==> config.mk <==
export PLATFORM = sky130hd
export DESIGN_NAME = jtxl_link_ctrl
export DESIGN_NICKNAME = d
export VERILOG_FILES = /design/src/logic/jtxl_pkg.sv /design/src/logic/jtxl_link_ctrl.sv
export VERILOG_INCLUDE_DIRS = /design/src /design/src/logic
export SDC_FILE = /design/constraint.sdc
export NUM_CORES = 1
export LEC_CHECK = 0
export BUFFER_PORTS_ARGS = -buffer_cell sky130_fd_sc_hd__buf_4
export CAP_MARGIN = 30
export CORE_AREA = 2 2 139 141
export CTS_CLUSTER_SIZE = 12
export DETAILED_ROUTE_END_ITERATION = 7
export DIE_AREA = 0 0 141 143
export PLACE_DENSITY = 0.81
export SETUP_SLACK_MARGIN = 0.3
export SLEW_MARGIN = 20
export SYNTH_ARGS = -nofsm -noshare
export SYNTH_HDL_FRONTEND = slang
export SYNTH_SLANG_ARGS = --single-unit
==> constraint.sdc <==
create_clock -name CLK_SYS_I -period 7.05 [get_ports CLK_SYS_I]
set_input_delay 1.0575 -clock CLK_SYS_I [delete_from_list [all_inputs] [get_ports CLK_SYS_I]]
set_output_delay 1.0575 -clock CLK_SYS_I [all_outputs]
set_load 0.01 [all_outputs]
==> src/logic/jtxl_params.svh <==
// Register indices, field positions, reset values and codes of the link control block
`ifndef JTXL_PARAMS_SVH
`define JTXL_PARAMS_SVH
`define JTXL_IDX_CODING 12'h572
`define JTXL_IDX_CTRL3 12'h573
`define JTXL_IDX_CTRL4 12'h574
`define JTXL_IDX_CSUM 12'h575
`define JTXL_IDX_STATUS 12'h576
`define JTXL_IDX_USER 12'h577
`define JTXL_RST_CODING 8'h00
`define JTXL_RST_CTRL3 8'h00
`define JTXL_RST_CTRL4 8'h00
`define JTXL_RST_USER 8'h00
`define JTXL_WMASK_CODING 8'hF7
`define JTXL_WMASK_CTRL3 8'hFF
`define JTXL_WMASK_CTRL4 8'hF7
`define JTXL_WMASK_USER 8'hFF
`define JTXL_SYNC_CTRL 7:6
`define JTXL_SYNC_INV 5
`define JTXL_BYPASS 2
`define JTXL_INVERT 1
`define JTXL_CSUM_MODE 7:6
`define JTXL_INJ_POINT 5:4
`define JTXL_TEST_PAT 3:0
`define JTXL_ILAS_DLY 7:4
`define JTXL_SYNC_FORCE_CGS 2'h2
`define JTXL_SYNC_FORCE_DATA 2'h3
`define JTXL_K28_5 8'hBC
`define JTXL_CHECKER_A 10'h2AA
`define JTXL_CHECKER_B 10'h155
`define JTXL_PRBS_SEED 31'h7FFFFFFF
`endif

==> src/logic/jtxl_pkg.sv <==
// Types shared by the link control block
package jtxl_pkg;
  typedef enum logic [1:0] {
    JTXL_ST_CGS = 2'b00,
    JTXL_ST_WAIT = 2'b01,
    JTXL_ST_DATA = 2'b10
  } jtxl_state_t;
  typedef enum logic [1:0] {
    JTXL_CS_BYTES = 2'b00,
    JTXL_CS_FIELDS = 2'b01,
    JTXL_CS_ZERO = 2'b10,
    JTXL_CS_UNUSED = 2'b11
  } jtxl_csum_t;
  typedef enum logic [1:0] {
    JTXL_INJ_SAMPLE = 2'b00,
    JTXL_INJ_SYMBOL = 2'b01,
    JTXL_INJ_SCRAMBLER = 2'b10,
    JTXL_INJ_NONE = 2'b11
  } jtxl_inj_t;
  typedef enum logic [3:0] {
    JTXL_TP_OFF = 4'h0,
    JTXL_TP_CHECKER = 4'h1,
    JTXL_TP_TOGGLE = 4'h2,
    JTXL_TP_PN31 = 4'h3,
    JTXL_TP_PN23 = 4'h4,
    JTXL_TP_PN15 = 4'h5,
    JTXL_TP_PN9 = 4'h6,
    JTXL_TP_PN7 = 4'h7,
    JTXL_TP_RAMP = 4'h8,
    JTXL_TP_USER_REP = 4'hE,
    JTXL_TP_USER_ONE = 4'hF
  } jtxl_tpat_t;
endpackage
==> src/logic/jtxl_link_ctrl.sv <==
// Transmit link test pattern, coding, checksum and alignment start control
//
// The implementer's own choice: register access over Wishbone.
`timescale 1ns/100ps
`include "jtxl_params.svh"
module jtxl_link_ctrl (
  input wire logic CLK_SYS_I,
  input wire logic SRST_I,
  input wire logic LINK_PD_I,
  input wire logic CYC_I,
  input wire logic STB_I,
  input wire logic WE_I,
  input wire logic [13:0] ADR_I,
  input wire logic [3:0] SEL_I,
  input wire logic [31:0] DAT_I,
  output logic [31:0] DAT_O,
  output logic ACK_O,
  input wire logic LINK_SYNC_REQUEST_PIN_N_I,
  input wire logic LMFC_I,
  input wire logic [7:0] SAMPLE_I,
  input wire logic [87:0] CFG_TABLE_I,
  output logic [7:0] SCR_DATA_O,
  output logic SCR_K_O,
  input wire logic [7:0] SCRAMBLED_I,
  input wire logic [9:0] ENC_SYMBOL_I,
  output logic [9:0] LINE_SYMBOL_O,
  output logic ILAS_START_O,
  output logic [7:0] CHECKSUM_O,
  output jtxl_pkg::jtxl_state_t LINK_STATE_O
);
  import jtxl_pkg::*;

  function automatic logic [7:0] byte_sum(input logic [87:0] t);
    logic [7:0] s;
    s = 8'h00;
    for (int i = 0; i < 11; i++) begin
      s = s + t[8*i +: 8];
    end
    return s;
  endfunction

  function automatic logic [7:0] field_sum(input logic [87:0] t);
    logic [7:0] s;
    s = t[7:0];
    s = s + {4'h0, t[11:8]} + {4'h0, t[15:12]};
    s = s + {3'h0, t[20:16]} + {7'h00, t[21]} + {7'h00, t[22]};
    s = s + {3'h0, t[28:24]} + {7'h00, t[31]};
    s = s + t[39:32] + {3'h0, t[44:40]} + t[55:48];
    s = s + {3'h0, t[60:56]} + {6'h00, t[63:62]};
    s = s + {3'h0, t[68:64]} + {5'h00, t[71:69]};
    s = s + {3'h0, t[76:72]} + {5'h00, t[79:77]};
    s = s + {3'h0, t[84:80]} + {7'h00, t[87]};
    return s;
  endfunction

  function automatic logic [40:0] prbs_step(input logic [30:0] st_in, input logic [3:0] m);
    logic [30:0] st;
    logic [9:0] o;
    logic fb;
    st = st_in;
    o = 10'h000;
    for (int k = 0; k < 10; k++) begin
      case (m)
        JTXL_TP_PN31: fb = st[30] ^ st[27];
        JTXL_TP_PN23: fb = st[22] ^ st[17];
        JTXL_TP_PN15: fb = st[14] ^ st[13];
        JTXL_TP_PN9: fb = st[8] ^ st[4];
        default: fb = st[6] ^ st[5];
      endcase
      st = {st[29:0], fb};
      o = {o[8:0], fb};
    end
    return {o, st};
  endfunction

  logic [7:0] coding_reg;
  logic [7:0] ctrl3_reg;
  logic [7:0] ctrl4_reg;
  logic [7:0] user_reg;
  logic ack_reg;
  logic [31:0] rdata_reg;
  logic [7:0] csum_reg;
  jtxl_state_t state_reg;
  jtxl_state_t state_next;
  logic [3:0] lmfc_cnt_reg;
  logic ilas_reg;
  logic [30:0] prbs_reg;
  logic [3:0] tpat_q_reg;
  logic phase_reg;
  logic [9:0] ramp_reg;
  logic user_done_reg;
  logic [7:0] scr_data_reg;
  logic scr_k_reg;
  logic [9:0] line_reg;

  // Bus decode
  wire link_rst = SRST_I | LINK_PD_I;
  wire wb_req = CYC_I & STB_I;
  wire [11:0] idx = ADR_I[13:2];
  wire wr_en = wb_req & WE_I & ack_reg & SEL_I[0];
  wire hit_coding = idx == `JTXL_IDX_CODING;
  wire hit_ctrl3 = idx == `JTXL_IDX_CTRL3;
  wire hit_ctrl4 = idx == `JTXL_IDX_CTRL4;
  wire hit_user = idx == `JTXL_IDX_USER;
  wire [7:0] wbyte = DAT_I[7:0];

  // Control fields
  wire [1:0] sync_ctrl = coding_reg[`JTXL_SYNC_CTRL];
  wire bypass = coding_reg[`JTXL_BYPASS];
  wire invert = coding_reg[`JTXL_INVERT];
  wire [1:0] csum_mode = ctrl3_reg[`JTXL_CSUM_MODE];
  wire [1:0] inj = ctrl3_reg[`JTXL_INJ_POINT];
  wire [3:0] tpat = ctrl3_reg[`JTXL_TEST_PAT];
  wire [3:0] ilas_dly = ctrl4_reg[`JTXL_ILAS_DLY];

  // Sync request, active low pin with optional inversion and force modes
  wire pin_req = ~LINK_SYNC_REQUEST_PIN_N_I ^ coding_reg[`JTXL_SYNC_INV];
  wire sync_req = (sync_ctrl == `JTXL_SYNC_FORCE_CGS) ? 1'b1 :
                  (sync_ctrl == `JTXL_SYNC_FORCE_DATA) ? 1'b0 : pin_req;

  // Register read select
  wire [7:0] status = {2'b00, user_done_reg, sync_req, 2'b00, state_reg};
  wire [7:0] rd_mux = hit_coding ? coding_reg :
                      hit_ctrl3 ? ctrl3_reg :
                      hit_ctrl4 ? ctrl4_reg :
                      (idx == `JTXL_IDX_CSUM) ? csum_reg :
                      (idx == `JTXL_IDX_STATUS) ? status :
                      hit_user ? user_reg : 8'h00;

  // Checksum select
  wire [7:0] csum_next = (csum_mode == JTXL_CS_BYTES) ? byte_sum(CFG_TABLE_I) :
                         (csum_mode == JTXL_CS_FIELDS) ? field_sum(CFG_TABLE_I) :
                         8'h00;

  // Pattern generation
  wire [40:0] prbs_nx = prbs_step(prbs_reg, tpat);
  wire is_pn = (tpat >= JTXL_TP_PN31) && (tpat <= JTXL_TP_PN7);
  wire tpat_known = (tpat <= JTXL_TP_RAMP) || (tpat >= JTXL_TP_USER_REP);
  wire pat_on = (tpat != JTXL_TP_OFF) && tpat_known &&
                !((tpat == JTXL_TP_USER_ONE) && user_done_reg);
  wire [9:0] pat = (tpat == JTXL_TP_CHECKER) ?
                   (phase_reg ? `JTXL_CHECKER_B : `JTXL_CHECKER_A) :
                   (tpat == JTXL_TP_TOGGLE) ? {10{phase_reg}} :
                   is_pn ? prbs_nx[40:31] :
                   (tpat == JTXL_TP_RAMP) ? ramp_reg :
                   {2'b00, user_reg};
  wire inj_sample = pat_on && (inj == JTXL_INJ_SAMPLE);
  wire inj_symbol = pat_on && (inj == JTXL_INJ_SYMBOL);
  wire inj_scr = pat_on && (inj == JTXL_INJ_SCRAMBLER);

  // Octet path and symbol path
  wire [7:0] octet_src = inj_sample ? pat[7:0] : SAMPLE_I;
  wire in_cgs = state_reg == JTXL_ST_CGS;
  wire [7:0] link_oct = in_cgs ? `JTXL_K28_5 : octet_src;
  wire [7:0] scr_next = inj_scr ? pat[7:0] : link_oct;
  wire scr_k_next = in_cgs & ~inj_scr;
  wire [9:0] sym_raw = bypass ? {2'b00, SCRAMBLED_I} : ENC_SYMBOL_I;
  wire [9:0] sym_sel = inj_symbol ? pat : sym_raw;
  wire [9:0] line_next = invert ? ~sym_sel : sym_sel;

  // Alignment start
  wire lmfc_hit = LMFC_I && (lmfc_cnt_reg == ilas_dly);
  always_comb begin
    state_next = state_reg;
    unique case (state_reg)
      JTXL_ST_CGS: if (!sync_req) state_next = JTXL_ST_WAIT;
      JTXL_ST_WAIT: begin
        if (sync_req) state_next = JTXL_ST_CGS;
        else if (lmfc_hit) state_next = JTXL_ST_DATA;
      end
      JTXL_ST_DATA: if (sync_req) state_next = JTXL_ST_CGS;
      default: state_next = JTXL_ST_CGS;
    endcase
  end

  always_ff @(posedge CLK_SYS_I) begin
    if (SRST_I) begin
      ack_reg <= 1'b0;
      rdata_reg <= 32'h00000000;
    end else begin
      ack_reg <= wb_req & ~ack_reg;
      rdata_reg <= {24'h000000, rd_mux};
    end
  end

  always_ff @(posedge CLK_SYS_I) begin
    if (SRST_I) begin
      coding_reg <= `JTXL_RST_CODING;
      ctrl3_reg <= `JTXL_RST_CTRL3;
      ctrl4_reg <= `JTXL_RST_CTRL4;
      user_reg <= `JTXL_RST_USER;
    end else if (wr_en) begin
      if (hit_coding) coding_reg <= wbyte & `JTXL_WMASK_CODING;
      if (hit_ctrl3) ctrl3_reg <= wbyte & `JTXL_WMASK_CTRL3;
      if (hit_ctrl4) ctrl4_reg <= wbyte & `JTXL_WMASK_CTRL4;
      if (hit_user) user_reg <= wbyte & `JTXL_WMASK_USER;
    end
  end

  always_ff @(posedge CLK_SYS_I) begin
    if (link_rst) begin
      state_reg <= JTXL_ST_CGS;
      lmfc_cnt_reg <= 4'h0;
      ilas_reg <= 1'b0;
    end else begin
      state_reg <= state_next;
      ilas_reg <= (state_reg == JTXL_ST_WAIT) && (state_next == JTXL_ST_DATA);
      if (state_reg != JTXL_ST_WAIT) lmfc_cnt_reg <= 4'h0;
      else if (LMFC_I) lmfc_cnt_reg <= lmfc_cnt_reg + 4'h1;
    end
  end

  always_ff @(posedge CLK_SYS_I) begin
    if (link_rst) begin
      prbs_reg <= `JTXL_PRBS_SEED;
      tpat_q_reg <= 4'h0;
      phase_reg <= 1'b0;
      ramp_reg <= 10'h000;
      user_done_reg <= 1'b0;
    end else begin
      tpat_q_reg <= tpat;
      phase_reg <= (tpat == tpat_q_reg) ? ~phase_reg : 1'b0;
      prbs_reg <= (tpat == tpat_q_reg) ? prbs_nx[30:0] : `JTXL_PRBS_SEED;
      ramp_reg <= (tpat == tpat_q_reg) ? ramp_reg + 10'h001 : 10'h000;
      user_done_reg <= (tpat == JTXL_TP_USER_ONE);
    end
  end

  always_ff @(posedge CLK_SYS_I) begin
    if (link_rst) begin
      scr_data_reg <= 8'h00;
      scr_k_reg <= 1'b0;
      line_reg <= 10'h000;
      csum_reg <= 8'h00;
    end else begin
      scr_data_reg <= scr_next;
      scr_k_reg <= scr_k_next;
      line_reg <= line_next;
      csum_reg <= csum_next;
    end
  end

  assign ACK_O = ack_reg;
  assign DAT_O = rdata_reg;
  assign SCR_DATA_O = scr_data_reg;
  assign SCR_K_O = scr_k_reg;
  assign LINE_SYMBOL_O = line_reg;
  assign ILAS_START_O = ilas_reg;
  assign CHECKSUM_O = csum_reg;
  assign LINK_STATE_O = state_reg;
endmodule

# Word-level counts from Yosys, hierarchy flattened
# Index checks and enable logic that the tools add are counted.
# totals
reg_bits	144
out_inout_bits	63
wordCells	197
# classes
addsub	30
magnitude_cmp	4
n_eq_ne	25
mux	36
bitwise_logic	62
n_reduce_logical	21
# ops
op	n
adder 8 bit	12
two-way mux 8 bit	11
two-way mux 10 bit	8
equality test 12 x 11 -> 1 bit (second input constant)	6
adder 8 x 5 -> 8 bit	7
XOR 1 bit	49
one-hot mux 1 bit (4 select lines)	10
adder 8 x 1 -> 8 bit	4
adder 8 x 3 -> 8 bit	2
adder 8 x 4 -> 8 bit	2
equality test 4 x 3 -> 1 bit (second input constant)	3
adder 10 x 1 -> 10 bit (second input constant)	1
equality test 2 bit (second input constant)	5
inverter 10 bit	1
logical AND 1 bit	9
adder 8 x 2 -> 8 bit	1
equality test 4 x 2 -> 1 bit (second input constant)	2
equality test 4 bit	2
equality test 4 bit (second input constant)	2
two-way mux 2 bit	4
AND reduction 2 bit	4
bitwise AND 1 bit	6
equality test 2 x 1 -> 1 bit (second input constant)	3
zero test 2 bit	3
other kinds (15)	21

# Logic depth before layout (Yosys ltp)
# depth
ltp_word	20
ltp_mapped	20

# Worst setup path before layout
# No wires, ideal clock.
# synth_timing
path_type	input to register
from	input port CFG_TABLE_I[2]
to	register csum_reg[6], in the netlist CHECKSUM_O[6]
setup_time_ns	0.070
arrival_ns	5.526
t_required_ns	6.980
path_slack_ns	1.454
path_stages	15
cell_sequence	inv_1 fa_1 inv_1 fa_1 fa_1 fa_1 fa_1 fa_1 ha_1 a21o_1 a21oi_1 o21bai_1 a21oi_1 mux2_2 a21oi_1
# synth_between
elab_chain_cells	20
# synth_lines
element	line_no	text
start, declared	jtxl_link_ctrl.sv:21	input wire logic [87:0] CFG_TABLE_I,
adder 8 x 4 -> 8 bit (2 in series)	jtxl_link_ctrl.sv:45	s = s + {4'h0, t[11:8]} + {4'h0, t[15:12]};
adder 8 x 5 -> 8 bit	jtxl_link_ctrl.sv:46	s = s + {3'h0, t[20:16]} + {7'h00, t[21]} + {7'h00, t[22]};
adder 8 x 1 -> 8 bit (2 in series)	jtxl_link_ctrl.sv:46	
adder 8 x 5 -> 8 bit	jtxl_link_ctrl.sv:47	s = s + {3'h0, t[28:24]} + {7'h00, t[31]};
adder 8 x 1 -> 8 bit	jtxl_link_ctrl.sv:47	
adder 8 bit	jtxl_link_ctrl.sv:48	s = s + t[39:32] + {3'h0, t[44:40]} + t[55:48];
adder 8 x 5 -> 8 bit	jtxl_link_ctrl.sv:48	
adder 8 bit	jtxl_link_ctrl.sv:48	
[... 2 more ...]	--	
adder 8 x 5 -> 8 bit	jtxl_link_ctrl.sv:50	s = s + {3'h0, t[68:64]} + {5'h00, t[71:69]};
adder 8 x 3 -> 8 bit	jtxl_link_ctrl.sv:50	
adder 8 x 5 -> 8 bit	jtxl_link_ctrl.sv:51	s = s + {3'h0, t[76:72]} + {5'h00, t[79:77]};
adder 8 x 3 -> 8 bit	jtxl_link_ctrl.sv:51	
adder 8 x 5 -> 8 bit	jtxl_link_ctrl.sv:52	s = s + {3'h0, t[84:80]} + {7'h00, t[87]};
adder 8 x 1 -> 8 bit	jtxl_link_ctrl.sv:52	
two-way mux 8 bit	jtxl_link_ctrl.sv:132	(csum_mode == JTXL_CS_FIELDS) ? field_sum(CFG_TABLE_I) :
two-way mux 8 bit (*)	jtxl_link_ctrl.sv:131	wire [7:0] csum_next = (csum_mode == JTXL_CS_BYTES) ? byte_sum(CFG_TABLE_I) :
end signal, assigned	jtxl_link_ctrl.sv:239	csum_reg <= csum_next;
end, declared	jtxl_link_ctrl.sv:82	logic [7:0] csum_reg;
# Mark *: on every way between the ends. The rest lies on a longest branch, timed or not.
# A chain may end at the register's enable or synchronous reset.

# Worst setup path after layout
# layout_timing
from	input port CFG_TABLE_I[2]
to	register csum_reg[7], in the netlist CHECKSUM_O[7]
# The elaborated chain is that of the path after synthesis.

==> flow_metrics.py <==
metrics = {
    "status": {
        "status": "complete, no violations",
    },
    "clock_tree": {
        "cts_buffer_depth": 2,
        "path_clk_slew_ps": 60,
        "worstSkewPairLatency_ps": 430,
        "cts_tree": "done",
        "cts_max_level": 4,
        "cts_setup_buffers": 0,
        "cts_made_buffers": 17,
        "hold_buffers": 0,
        "cts.sinks": 120,
        "ctsResizeCount": 0,
        "clockRootBuffer": "clkbuf_16",
    },
    "floorplan": {
        "dieArea_um2": 20160,
        "design.core.area_um2": 18580,
        "io_pins": 235,
        "die_x_um": 141,
        "num_rows": 50,
        "die_h_um": 143,
        "initial_core_util_pct": 55.60,
    },
    "critical_path": {
        "worstPathCellList": "buf_4, inv_1, fa_1, inv_1, fa_1, fa_1, fa_1, fa_1, fa_1, inv_1, fa_1, nor2b_1, nor3_1, o21bai_1, a21oi_1, xnor2_1, a211oi_1",
        "max_stage_delay_ps": 570,
        "crit_top_cell": "fa_1",
        "critPathTopFamily": "adder cells",
        "cp-start-kind": "input pin",
        "path_class": "input pin to register",
        "path_buf_inv": 4,
        "slowest_stage": "fa_1",
        "required_ps": 7390,
        "r2r_slack_ps": 3940,
        "worstPathArrival_ps": 5870,
        "cp_max_fo": 2,
        "critPathCaptureType": "register",
    },
    "logic_synthesis": {
        "synth_compound_area_share_pct": 11.81,
        "synth-simple-area-share_pct": 13.98,
        "async_reset_ff_share_pct": 0,
        "synth_common_cells": "179 x inv_1, 120 x dfxtp_1, 112 x fa_1, 92 x nor2_1, 48 x xor2_1",
        "synth.distinct_cells": 84,
        "synth_top_family_by_area": "adder cells",
        "yosys.area_share.xor_xnor_pct": 8.503,
        "ys_top_cells_by_area": "dfxtp_1 23%, fa_1 22%, inv_1 6.5%, mux2i_1 4.5%, ha_1 4.1%",
        "synth-edff-count": 0,
        "yosys_warnings": 0,
        "synth_adder_area_share_pct": 25.82,
        "synth_ff_type": "dfxtp_1",
        "synth-seq-area-share_pct": 23.26,
        "ys_ff_latch": 120,
        "syn_inst": 1127,
        "synth_area_um2": 10330,
        "yosysTopAreaCell": "dfxtp_1",
        "muxShareOfSynthArea_pct": 5.766,
        "syn_area_per_cell_um2": 9.166,
        "synth_top_cell_area_share_pct": 23.26,
        "yosysMostFrequentCell": "inv_1",
    },
    "drt": {
        "drtIter0Drc": 738,
        "drc": 0,
        "routed_wl_um": 27490,
        "dr.pass1.iters": 5,
        "ant_nets": 0,
        "avgViaCountPerCell": 5.593,
        "vias": 8518,
        "wire_per_inst_um": 18.05,
    },
    "final_layout": {
        "drive_gt1_share_pct": 19.08,
        "nets": 1594,
        "fin_util_pct": 66.32,
        "num-fill-cells": 1458,
        "final_cell_count_no_fill": 1523,
        "final_cell_area_um2": 12320,
        "largest_reg_flops": 31,
        "n_antenna_cell": 0,
        "area_delta_synth_final_pct": 19.30,
    },
    "sta": {
        "fin_crit_ps": 5526,
        "hold_viol": 0,
        "slew_viol_final": 0,
        "slew_headroom_pct": 36.22,
        "rsz0062_at_grt": "no",
        "finClkSkew_ps": 9.908,
        "period_share_pct": 78.39,
        "clock.fmax_mhz": 181.0,
        "setup_viol": 0,
        "setup_tns_ps": 0,
        "worstMarginPinSlew_ps": 948.0,
        "fin_ws_ps": 1524,
    },
    "flow_run": {
        "maxCapViolCount": 0,
    },
    "power_and_ir_drop": {
        "p_leak_nw": 5.655,
        "ir_drop_uv": 616.6,
        "powerDensity_nw_per_um2": 368.0,
    },
    "place": {
        "place_ws_ps": 1102,
        "dp.cells": 1491,
        "place_congestion": 0.9216,
        "numPortBuffers": 181,
        "place_area_um2": 11680,
        "dpl.hpwl_um": 21970,
    },
    "grt": {
        "grt_pass1_vias": 8908,
        "grt_pass1_wl_um": 44700,
        "antenna_found_initial": 0,
        "track_usage_pct": 28.66,
        "grt_max_degree": 44,
        "grt_overflow": 0,
    },
    "worst_hold_path": {
        "hold_class": "register to register",
    },
}
metal layers:
metal	vias to the layer above	GRT usage, %	routed length, um
li1	3947	-	-
met1	4101	34.98	10690
met2	391	49.06	13600
met3	79	6.271	2191
met4	0	12.58	1001
met5	-	0	0
layout make-up:
cell class / instances / area [um2] / share of cell area [%]
multi-input combinational: 770 / 6895 / 55.95
clock inverter: 13 / 192.7 / 1.564
tap: 234 / 292.8 / 2.376
sequential: 120 / 2402 / 19.49
clock buffer: 19 / 452.9 / 3.675
inverter: 180 / 675.6 / 5.483
timing repair buffer: 187 / 1411 / 11.45
power by group:
group          switching (mW)  total, mW  leakage [nW]  internal, mW
clock network           0.329      0.941         0.310         0.613
logic                    1.49       2.86          4.37          1.37
registers              0.0281      0.736         0.976         0.708
total                    1.85       4.53          5.65          2.69
kinds of logic after synthesis:
group	after synthesis
other cells	1
buf+inv	260
simple gates	276
xor+xnor	94
mux	54
fa+ha+maj	146
compound gates	176
flops	120
metrics by stage:
stage                     hold WS [ps]  power, mW
after global placement           451.9      3.504
after global routing             481.7      4.998
final                            468.1      4.534
after detailed placement         452.6      3.600
after floorplan                  433.8      2.916
after CTS                        465.8      4.567
cell usage in the layout (no fill, tap or decap), drive strengths merged, types with 5 or more instances in the layout:
cell type	count
buf	187
inv	181
dfxtp	120
fa	112
nor2	93
xor2	48
nand2	46
mux2i	46
a21oi	44
xnor2	42
ha	34
nand2b	28
o21ai	27
conb	24
nor3	21
clkbuf	19
nand3	16
nor2b	14
o211ai	13
a21o	11
a211oi	10
a31oi	10
and3	8
nor4	8
and2	7
a222oi	7
a22oi	6
o31ai	6
clkinv	6
nand4	5
and3b	5
or2	5
worst paths after layout:
check,startpoint,endpoint,cells past startpoint
setup / recovery,CFG_TABLE_I[2],CHECKSUM_O[7],17
hold / removal,ACK_O,ACK_O,1
setup reg to reg,ctrl3_reg[3],SCR_DATA_O[2],7
hold reg to reg,ACK_O,ACK_O,1
Power figures use the tool's default switching activity.
